### src/tmpc_pkg.sv
// Constants for the transport-mode power cutoff controller.
package tmpc_pkg;

    // ------------------------------------------------------------
    // Clock rate and counter width.
    // ------------------------------------------------------------
    localparam int TMPC_CW = 48;
    localparam logic [47:0] TMPC_CLK_HZ = 48'h000002625A00;
    localparam logic [47:0] TMPC_SEC_PER_H = 48'h000000000E10;

    // ------------------------------------------------------------
    // Interval figures in their own units.
    // ------------------------------------------------------------
    localparam logic [47:0] TMPC_OFF_WAIT_H = 48'h000000000048;
    localparam logic [47:0] TMPC_WINDOW_S = 48'h000000000005;
    localparam logic [47:0] TMPC_HOLD_S = 48'h000000000002;
    localparam logic [47:0] TMPC_SUPPLY_S = 48'h000000000003;

    // ------------------------------------------------------------
    // Derived cycle counts at the core clock rate.
    // ------------------------------------------------------------
    localparam logic [47:0] TMPC_CYC_72H =
        TMPC_OFF_WAIT_H * TMPC_SEC_PER_H * TMPC_CLK_HZ;
    localparam logic [47:0] TMPC_CYC_5S = TMPC_WINDOW_S * TMPC_CLK_HZ;
    localparam logic [47:0] TMPC_CYC_2S = TMPC_HOLD_S * TMPC_CLK_HZ;
    localparam logic [47:0] TMPC_CYC_3S = TMPC_SUPPLY_S * TMPC_CLK_HZ;

    // ------------------------------------------------------------
    // Pattern counts and reset values.
    // ------------------------------------------------------------
    localparam logic [2:0] TMPC_RISES_NORMAL = 3'h3;
    localparam logic [2:0] TMPC_RISES_SLEEP = 3'h5;
    localparam logic [2:0] TMPC_RISES_MAX = 3'h7;
    localparam logic [1:0] TMPC_SYNC_RST = 2'h0;
    localparam logic [1:0] TMPC_BAT_SYNC_RST = 2'h3;

    // ------------------------------------------------------------
    // Controller states.
    // ------------------------------------------------------------
    typedef enum logic [1:0]
    {
        TMPC_ST_FIRST = 2'b00,
        TMPC_ST_SLEEP = 2'b01,
        TMPC_ST_AWAKE = 2'b10,
        TMPC_ST_NORMAL = 2'b11
    } tmpc_state_t;

endpackage

### src/tmpc_tmr_if.sv
// Interface joining the controller to one interval timer.
`timescale 1ns/1ps
interface tmpc_tmr_if;
    logic restart;
    logic run;
    logic hit;

    modport ctl
    (
        output restart,
        output run,
        input hit
    );
    modport tmr
    (
        input restart,
        input run,
        output hit
    );
endinterface

### src/tmpc_power_cutoff.sv
// Transport-mode power cutoff controller top level.
`timescale 1ns/1ps
module tmpc_power_cutoff
    import tmpc_pkg::*;
#(
    parameter logic [47:0] CYC_72H = TMPC_CYC_72H,
    parameter logic [47:0] CYC_5S = TMPC_CYC_5S,
    parameter logic [47:0] CYC_3S = TMPC_CYC_3S,
    parameter logic [47:0] CYC_2S = TMPC_CYC_2S
)
(
    input wire logic core_clk,
    input wire logic rstn,
    input wire logic clk_en,
    input wire logic ignition_run_sense,
    input wire logic batt_present,
    output logic load_out,
    output logic transport_sleep,
    output logic normal_mode
);

    // ------------------------------------------------------------
    // Input synchronisers and edge detection.
    // ------------------------------------------------------------
    logic [1:0] ign_sync_r;
    logic [1:0] ign_sync_nxt;
    logic ign_d_r;
    logic [1:0] bat_sync_r;
    logic [1:0] bat_sync_nxt;
    logic ign;
    logic ign_rise;
    logic ign_fall;
    logic bat_ok;

    // Shift pins through two flops before any logic looks at them.
    always_comb
    begin
        ign_sync_nxt = {ign_sync_r[0], ignition_run_sense};
        bat_sync_nxt = {bat_sync_r[0], batt_present};
    end

    // Register the synchronisers and the delayed ignition level.
    always_ff @(posedge core_clk or negedge rstn)
    begin
        if (!rstn)
        begin
            ign_sync_r <= TMPC_SYNC_RST;
            // Reset means supply applied, so no false outage after reset.
            bat_sync_r <= TMPC_BAT_SYNC_RST;
            ign_d_r <= 1'b0;
        end
        else if (clk_en)
        begin
            ign_sync_r <= ign_sync_nxt;
            bat_sync_r <= bat_sync_nxt;
            ign_d_r <= ign_sync_r[1];
        end
    end

    // Edges come from the second stage against its delayed copy.
    assign ign = ign_sync_r[1];
    assign ign_rise = ign & ~ign_d_r;
    assign ign_fall = ~ign & ign_d_r;
    assign bat_ok = bat_sync_r[1];

    // ------------------------------------------------------------
    // Interval timers.
    // ------------------------------------------------------------
    tmpc_tmr_if off_tif ();
    tmpc_tmr_if win_tif ();
    tmpc_tmr_if hold_tif ();
    tmpc_tmr_if sup_tif ();

    tmpc_interval_timer #(.LIMIT(CYC_72H)) u_off_tmr
    (
        .core_clk(core_clk),
        .rstn(rstn),
        .clk_en(clk_en),
        .tif(off_tif)
    );

    tmpc_interval_timer #(.LIMIT(CYC_5S)) u_win_tmr
    (
        .core_clk(core_clk),
        .rstn(rstn),
        .clk_en(clk_en),
        .tif(win_tif)
    );

    tmpc_interval_timer #(.LIMIT(CYC_2S)) u_hold_tmr
    (
        .core_clk(core_clk),
        .rstn(rstn),
        .clk_en(clk_en),
        .tif(hold_tif)
    );

    tmpc_interval_timer #(.LIMIT(CYC_3S)) u_sup_tmr
    (
        .core_clk(core_clk),
        .rstn(rstn),
        .clk_en(clk_en),
        .tif(sup_tif)
    );

    // ------------------------------------------------------------
    // Toggle pattern tracking.
    // ------------------------------------------------------------
    tmpc_state_t state_r;
    tmpc_state_t state_nxt;
    logic [2:0] rises_r;
    logic [2:0] rises_nxt;
    logic hold_arm_r;
    logic hold_arm_nxt;
    logic win_start;
    logic pat_sleep;
    logic pat_normal;
    logic in_transport;

    assign in_transport = (state_r != TMPC_ST_NORMAL);

    // Count rises inside a 5 s window opened by the first rise.
    always_comb
    begin
        rises_nxt = rises_r;
        hold_arm_nxt = hold_arm_r;
        win_start = 1'b0;
        pat_sleep = 1'b0;
        if (win_tif.hit && !ign_rise)
        begin
            rises_nxt = 3'h0; // Window lapsed, pattern forgotten.
        end
        if (ign_rise)
        begin
            if (rises_r == 3'h0 || win_tif.hit)
            begin
                rises_nxt = 3'h1;
                win_start = 1'b1;
            end
            else if (rises_r != TMPC_RISES_MAX)
            begin
                rises_nxt = rises_r + 3'h1;
            end
            if (rises_nxt == TMPC_RISES_NORMAL)
            begin
                hold_arm_nxt = 1'b1;
            end
        end
        if (ign_fall)
        begin
            hold_arm_nxt = 1'b0; // Third high not held long enough.
            if (rises_r >= TMPC_RISES_SLEEP && !win_tif.hit)
            begin
                pat_sleep = 1'b1;
                rises_nxt = 3'h0;
            end
        end
        if (!in_transport)
        begin
            rises_nxt = 3'h0;
            hold_arm_nxt = 1'b0;
        end
    end

    // The third high must stay up for the full hold interval.
    assign pat_normal = hold_arm_r & hold_tif.hit & ign;

    // Drive the timer controls.
    assign win_tif.restart = win_start;
    assign win_tif.run = (rises_r != 3'h0);
    assign hold_tif.restart = ign_rise;
    assign hold_tif.run = hold_arm_r & ign;
    assign off_tif.restart = ign | (state_r != TMPC_ST_FIRST);
    assign off_tif.run = ~ign;
    assign sup_tif.restart = bat_ok;
    assign sup_tif.run = ~bat_ok;

    // Register the pattern state.
    always_ff @(posedge core_clk or negedge rstn)
    begin
        if (!rstn)
        begin
            rises_r <= 3'h0;
            hold_arm_r <= 1'b0;
        end
        else if (clk_en)
        begin
            rises_r <= rises_nxt;
            hold_arm_r <= hold_arm_nxt;
        end
    end

    // ------------------------------------------------------------
    // Mode state machine and outputs.
    // ------------------------------------------------------------
    logic load_nxt;
    logic sleep_nxt;
    logic normal_nxt;

    // Pick the next mode; supply loss overrides everything.
    always_comb
    begin
        state_nxt = state_r;
        case (state_r)
            TMPC_ST_FIRST:
            begin
                if (pat_normal)
                begin
                    state_nxt = TMPC_ST_NORMAL;
                end
                else if (off_tif.hit || pat_sleep)
                begin
                    state_nxt = TMPC_ST_SLEEP;
                end
            end
            TMPC_ST_SLEEP:
            begin
                if (ign)
                begin
                    state_nxt = TMPC_ST_AWAKE;
                end
            end
            TMPC_ST_AWAKE:
            begin
                if (pat_normal)
                begin
                    state_nxt = TMPC_ST_NORMAL;
                end
                else if (ign_fall || pat_sleep)
                begin
                    state_nxt = TMPC_ST_SLEEP;
                end
            end
            TMPC_ST_NORMAL:
            begin
                state_nxt = TMPC_ST_NORMAL;
            end
            default:
            begin
                state_nxt = TMPC_ST_FIRST;
            end
        endcase
        if (sup_tif.hit)
        begin
            state_nxt = TMPC_ST_FIRST;
        end
        load_nxt = (state_nxt != TMPC_ST_SLEEP);
        sleep_nxt = (state_nxt == TMPC_ST_SLEEP);
        normal_nxt = (state_nxt == TMPC_ST_NORMAL);
    end

    // Register mode and outputs; power-up starts in transport mode.
    always_ff @(posedge core_clk or negedge rstn)
    begin
        if (!rstn)
        begin
            state_r <= TMPC_ST_FIRST;
            load_out <= 1'b1;
            transport_sleep <= 1'b0;
            normal_mode <= 1'b0;
        end
        else if (clk_en)
        begin
            state_r <= state_nxt;
            load_out <= load_nxt;
            transport_sleep <= sleep_nxt;
            normal_mode <= normal_nxt;
        end
    end

endmodule

### src/tmpc_interval_timer.sv
// Saturating interval timer with restart and run controls.
`timescale 1ns/1ps
module tmpc_interval_timer
    import tmpc_pkg::*;
#(
    parameter logic [47:0] LIMIT = TMPC_CYC_2S
)
(
    input wire logic core_clk,
    input wire logic rstn,
    input wire logic clk_en,
    tmpc_tmr_if.tmr tif
);

    logic [TMPC_CW-1:0] cnt_r;
    logic [TMPC_CW-1:0] cnt_nxt;
    logic hit_r;
    logic hit_nxt;

    // --------------------------------------------------------
    // Next count: restart wins, counting stops at the limit.
    // --------------------------------------------------------
    always_comb
    begin
        cnt_nxt = cnt_r;
        if (tif.restart)
        begin
            cnt_nxt = '0;
        end
        else if (tif.run && !hit_r)
        begin
            cnt_nxt = cnt_r + 48'h000000000001;
        end
        hit_nxt = (cnt_nxt >= LIMIT);
    end

    // Register the count and the expiry flag.
    always_ff @(posedge core_clk or negedge rstn)
    begin
        if (!rstn)
        begin
            cnt_r <= '0;
            hit_r <= 1'b0;
        end
        else if (clk_en)
        begin
            cnt_r <= cnt_nxt;
            hit_r <= hit_nxt;
        end
    end

    assign tif.hit = hit_r;

endmodule

### config.mk
export PLATFORM = sky130hd
export DESIGN_NAME = tmpc_power_cutoff
export DESIGN_NICKNAME = d
export VERILOG_FILES = /design/src/tmpc_pkg.sv /design/src/tmpc_tmr_if.sv /design/src/tmpc_power_cutoff.sv /design/src/tmpc_interval_timer.sv
export SDC_FILE = /design/constraint.sdc
export NUM_CORES = 1
export LEC_CHECK = 0
export ABC_AREA = 1
export ABC_CLOCK_PERIOD_IN_PS = 2270
export BUFFER_PORTS_ARGS = -buffer_cell sky130_fd_sc_hd__clkbuf_2
export CAP_MARGIN = 40
export CORE_MARGIN = 2
export CORE_UTILIZATION = 45
export DETAILED_ROUTE_END_ITERATION = 16
export PLACE_DENSITY_LB_ADDON = 0.05
export RECOVER_POWER = 25
export SYNTH_ARGS = -nofsm -noshare
export SYNTH_HDL_FRONTEND = slang
export SYNTH_SLANG_ARGS = --single-unit
### constraint.sdc
create_clock -name core_clk -period 2.27 [get_ports core_clk]
set_input_delay 0.1135 -clock core_clk [delete_from_list [all_inputs] [get_ports core_clk]]
set_output_delay 0.1135 -clock core_clk [all_outputs]
set_load 0.05 [all_outputs]
After elaboration in Yosys (flattened, before gate mapping):

Cells that the tools add are included.

* bits in registers: 210
* bits of input ports: 5
* output and inout port bits: 3
* logic and storage cells: 97

* add/sub/neg operators: 5
* order comparisons: 5
* equal/unequal tests: 11
* muxes and demuxes: 31
* bitwise gates (word level): 9
* reductions and logical operators: 19

Operators by type and width (count)
* 2-to-1 mux 48 bit: 8
* adder 48 x 1 -> 48 bit, second input constant: 4
* >= comparator 48 x 27 -> 1 bit, second input constant: 2
* >= comparator 48 x 28 -> 1 bit, second input constant: 1
* >= comparator 48 x 44 -> 1 bit, second input constant: 1
* 2-to-1 mux 3 bit: 8
* 2-to-1 mux 2 bit: 6
* 2-to-1 mux 1 bit: 8
* one-hot mux 2 bit (4 select lines): 1
* == test 2 bit, second input constant: 3
* logical AND 1 bit: 6
* inequality test 3 bit, second input constant: 2
* bitwise AND 1 bit: 5
* logical NOT 1 bit: 5
* == test 2 x 1 -> 1 bit, second input constant: 2
* adder 3 x 1 -> 3 bit, second input constant: 1
* == test 3 x 2 -> 1 bit, second input constant: 1
* >= comparator 3 bit, second input constant: 1
* logical NOT 3 bit: 1
* logical OR 1 bit: 3
* inequality test 3 x 2 -> 1 bit, second input constant: 1
* inverter 1 bit: 3
* AND reduction 3 bit: 1
* nonzero test 3 bit: 1
* 5 further kinds: 5

Longest topological paths before layout:

* depth after elaboration: 13
* depth in mapped cells: 18
* depth with buffers taken out: 18

Hierarchy:

From an unflattened synthesis, not the netlist that was laid out.

* cell total of the unflattened synthesis: 2416
* area total of the unflattened synthesis: 15433.6 um^2

By module, submodules not included
* tmpc_interval_timer at u_hold_tmr: instances 1, cells each 584, area each 3706.1 um^2, sequential area each 1226.2 um^2
* tmpc_interval_timer at u_sup_tmr: instances 1, cells each 586, area each 3663.5 um^2, sequential area each 1226.2 um^2
* tmpc_interval_timer at u_win_tmr: instances 1, cells each 556, area each 3611.0 um^2, sequential area each 1226.2 um^2
* tmpc_interval_timer at u_off_tmr: instances 1, cells each 561, area each 3534.6 um^2, sequential area each 1226.2 um^2
* tmpc_power_cutoff: instances 1, cells each 129, area each 918.4 um^2, sequential area each 354.1 um^2

Worst setup path before layout:

Ideal clock, no wire load.

* path kind: register to register
* start point: register rises_r[0]
* end point: register u_win_tmr.hit_r, in the netlist u_win_tmr.tif.hit
* setup time: 0.113 ns
* arrival time: 2.001 ns
* required time: 2.157 ns
* setup slack: 0.156 ns
* stages on the path, launching flop included: 15
* buffers on the path: 0
* period minus slack after synthesis: 2.114 ns
* cells stage by stage: dfrtp_1 -> inv_1 -> ha_1 -> a21oi_4 -> nand2_1 -> nor2_1 -> nand3_1 -> xor2_1 -> inv_1 -> nor2_1 -> nand3_1 -> o21ai_1 -> nand3_1 -> nand2_1 -> inv_1

* word-level cells in the longest chain between the ends: 6
* elaborated cells between the ends (all ways): 9
* classes of those cells: 1 x order compare; 4 x mux; 4 x reduce/logical

RTL lines
* start, declared: line tmpc_power_cutoff.sv:111 `logic [2:0] rises_r;`
* start signal, assigned: line tmpc_power_cutoff.sv:188 `rises_r <= rises_nxt;`
* logical NOT 3 bit: line tmpc_power_cutoff.sv:135 `if (rises_r == 3'h0 || win_tif.hit)`
* logical OR 1 bit: line tmpc_power_cutoff.sv:135
* 2-to-1 mux 1 bit: line tmpc_power_cutoff.sv:135
* 2-to-1 mux 1 bit: line tmpc_power_cutoff.sv:133 `if (ign_rise)`
* 2-to-1 mux 48 bit *: line tmpc_interval_timer.sv:26 `if (tif.restart)`
* >= comparator 48 x 28 -> 1 bit *: line tmpc_interval_timer.sv:34 `hit_nxt = (cnt_nxt >= LIMIT);`
* end signal, assigned: line tmpc_interval_timer.sv:48 `hit_r <= hit_nxt;`
* end, declared: line tmpc_interval_timer.sv:17 `logic hit_r;`

Mark *: on every way between the ends. The rest lies on a longest branch, timed or not.
A chain may end at the register's enable or synchronous reset.

Worst setup path after layout:

* start point: register u_sup_tmr.cnt_r[1]
* end point: register u_sup_tmr.hit_r, in the netlist u_sup_tmr.tif.hit

* word-level cells in the longest chain between the ends: 4

RTL lines
* start, declared: line tmpc_interval_timer.sv:15 `logic [TMPC_CW-1:0] cnt_r;`
* start signal, assigned: line tmpc_interval_timer.sv:47 `cnt_r <= cnt_nxt;`
* adder 48 x 1 -> 48 bit: line tmpc_interval_timer.sv:32 `cnt_nxt = cnt_r + 48'h000000000001;`
* 2-to-1 mux 48 bit *: line tmpc_interval_timer.sv:30 `else if (tif.run && !hit_r)`
* 2-to-1 mux 48 bit *: line tmpc_interval_timer.sv:26
* >= comparator 48 x 27 -> 1 bit *: line tmpc_interval_timer.sv:34
* end signal, assigned: line tmpc_interval_timer.sv:48
* end, declared: line tmpc_interval_timer.sv:17

Marks and branches as above.

==> results.md <==
- Crit share post-route: 98.4%
- Most used cells in the layout excluding fill and tap cells: 729 x nand2_1, 267 x inv_1, 261 x nor2_1, 238 x nand3_1, 201 x dfrtp_1
- Average instance area after synthesis: 6.35 sq um
- Share of the synthesized area in the top cell type: 34.3%
- Worst-case clock buffer depth: 3
- Number of flops mapped to enable cells by yosys: 0
- H-tree depth: 1
- Max-Slew Margin vs Limit: -19.9%
- Post-synth cell types: 51
- Peak clock frequency supported by timing: 448 MHz
- Number of max-slew violations in the final report: 148
- Overall overflow remaining after global route: 0
- Overall routed net length: 46200 um
- Drt first-iter violations: 1172
- CP endpoint kind: flip-flop
- Antenna violation net count after detailed routing: 0
- Total global routing track utilization: 26.4%
- DIE AREA: 35000 sq um
- Leading post-synthesis cells by cell area: dfrtp_1 34%, nand2_1 18%, nand3_1 8.5%
- Maximum number of pins on one net before global-route repair: 104
- Portion of the post-synthesis area used by sequential elements: 34.8%
- Final-report setup violation count: 0
- Final non-filler cell total: 2982
- Total iterations of the first detailed-routing run: 5
- Average detailed-routed wire length per instance: 15.5 um
- Area growth, synth to finish: 20.0%
- Most common cell after layout, fill and taps aside: nand2_1
- Final Hold Violating Endpoints: 0
- Proportion of layout cells with a drive suffix above 1: 15.2%
- Total inserted antenna cells: 0
- Global-route wire length before repair: 76300 um
- Fin nets: 2530
- Die span in y: 187 um
- Seq. cell area: 5270 sq um
- RSZ-0062 raised after global routing: yes
- Placed Instances: 2912
- Power Total: 10.1 mW
- Pwr dens: 559 nW/um^2
- Peak ir drop on the vdd network: 0.587 mV
- Count of synthesis-stage warnings from yosys: 0
- Commonest register cell after synthesis: dfrtp_1
- Initial standard-cell utilization of the core: 45.3%
- Gate Count Post-Synth: 2376
- Critical Path RT: 2.71 ns
- Number of sinks handled by clock tree synthesis: 210
- Final worst clock skew: 0.0126 ns
- Max Cap Violations: 2
- Final Util: 54.4%
- Kind of start point of the critical path: flip-flop
- I/O pin count: 8
- Count of buffers from port buffering: 7
- Via count: 15.9k
- Hold_ws: 0.0232 ns
- Number of remaining DRC errors: 0
- Type of the worst min-delay path: primary input to flip-flop
- Clock transition at the registers of the reported paths: 0.06 ns
- Library cell occupying the most area in the post-synthesis netlist: dfrtp_1
- Total area of multi-input combinational cells: 9050 sq um
- DIE WIDTH: 187 um
- CP Max Fanout: 4
- Violated checks: capacitance limit, slew limit
- Initial antenna violation count: 0
- Number of placement rows: 67
- Run status: complete, but fails checks
- Total standard cell area after synthesis: 15100 sq um
- Number of register bits inferred by synthesis: 210
- Post-DR vias/cell: 5.32
- Leak Pwr: 7.83 nW
- Clock tree from TritonCTS: built
- Share of synthesized flip-flops with an asynchronous set or reset: 100%
- Post-synth net total: 2392
- Number of global-route vias before repair: 15.1k
- Routability congestion estimate: 0.932
- Crit Path Class: flip-flop to flip-flop
- CTS root buf: clkbuf_16
- Fillers: 3367
- HPWL after DPL: 33700 um
- Clock insertion delay at the later pin of the skew report: 0.56 ns
- Worst-Margin Slew: 1.80 ns
- Arr. time, crit path: 2.67 ns
- CTS Buf Count: 26
- Final Critical Period: 2.23 ns
- Core Footprint: 33300 sq um
==> power by group <==
| part | leakage [nW] | internal [mW] | switching (mW) | total [mW] |
|---|---|---|---|---|
| Combinational | 4.52 | 0.572 | 1.14 | 1.71 |
| Sequential | 2.88 | 3.94 | 0.207 | 4.15 |
| Clock | 0.425 | 2.53 | 1.74 | 4.27 |
| Total | 7.83 | 7.04 | 3.09 | 10.1 |
==> kinds of logic after synthesis <==
| group | after synthesis | share of synthesized area, % |
|---|---|---|
| xor gates and xnor gates | 21 | 1.22 |
| buffers and inverters | 333 | 8.45 |
| and+or+nand+nor | 1497 | 43.5 |
| AOI/OAI and AO/OA | 303 | 11.0 |
| DFF | 210 | 34.8 |
| adders and majority gates | 11 | 0.912 |
| muxes | 1 | 0.0663 |
==> repair_timing <==
action	4_1_cts	5_1_grt
pin swaps	5	37
hold buffers	3	0
endpoints found under the setup margin	4	7
gates resized for setup	15	123
setup buffers	3	16
gates cloned	0	0
hold endpoints to repair	107	0
==> metal layers <==
| metal | vias to the layer above | wire length [um] | track usage (%) |
|---|---|---|---|
| met5 | - | 0 | 0 |
| met4 | 0 | 1100 | 7.17 |
| met3 | 71 | 2120 | 3.58 |
| met2 | 367 | 21200 | 42.8 |
| met1 | 7405 | 21800 | 37.0 |
| li1 | 8014 | - | - |
==> cell usage after synthesis (15+ instances only) <==
master and instances:
nand2_1 737, nor2_1 303, inv_1 270, nand3_1 256, dfrtp_1 207, o21ai_0 196
nand4_1 67, a21oi_1 48, nor3_1 46, clkbuf_1 42, nor2_2 31, xor2_1 19
o21bai_1 15
==> path summary, 6_finish.rpt <==
| kind | from | endpoint | slack, ns | cells after the start |
|---|---|---|---|---|
| min in group asynchronous | rstn | u_sup_tmr.cnt_r[31] | 0.59 | 2 |
| max in group asynchronous | rstn | u_off_tmr.tif.hit | 0.47 | 2 |
| worst max-delay path | u_sup_tmr.cnt_r[1] | u_sup_tmr.tif.hit | 0.04 | 16 |
| worst min-delay path | clk_en | u_hold_tmr.cnt_r[21] | 0.02 | 4 |
| worst max register to register | u_sup_tmr.cnt_r[1] | u_sup_tmr.tif.hit | 0.04 | 16 |
| worst min register to register | bat_sync_r[0] | bat_sync_r[0] | 0.46 | 2 |
==> sequential cells by signal, indices dropped and copies added, names as in the netlist <==
name,count
bat_sync_r,2
hold_arm_r,1
ign_d_r,1
ign_sync_r,2
load_out,1
normal_mode,1
rises_r,3
state_r,2
transport_sleep,1
u_hold_tmr.cnt_r,48
u_hold_tmr.tif.hit,1
u_off_tmr.cnt_r,48
u_off_tmr.tif.hit,1
u_sup_tmr.cnt_r,48
u_sup_tmr.tif.hit,1
u_win_tmr.cnt_r,48
u_win_tmr.tif.hit,1
==> through the flow <==
stage,setup TNS (ns),setup slack [ns],instance area (sq um)
2_1_floorplan,0,0.156,15100
3_3_place_gp,-0.289,-0.169,16600
3_5_place_dp,-0.330,-0.169,16600
4_1_cts,-0.0257,-0.0257,17600
5_1_grt,-0.464,-0.153,18100
6_report,0,0.0361,18100
==> layout make-up <==
type / instances / share of cell area (%)
timing repair buffer: 166 / 7.27
tap: 448 / 3.09
clock inverter: 11 / 0.629
multi-input combinational: 1833 / 50.0
clock buffer: 37 / 4.16
inverter: 277 / 5.78
sequential: 210 / 29.1
==> critical path, stage by stage, from the launching register on <==
cell and delay (ns):
dfrtp_1 0.39, buf_4 0.13, nand3_2 0.12, nor2_4 0.21, nand2_2 0.10, nor2_4 0.13
nand2_2 0.11, nor2_4 0.16, nand3_1 0.09, nand3_1 0.11, nand2_1 0.07, nor2_2 0.13
nand2_1 0.06, nor2_1 0.10, nand2_1 0.08, nor2_1 0.11, nor2_1 0.04
Note: power is estimated with default switching activity, not from simulation.
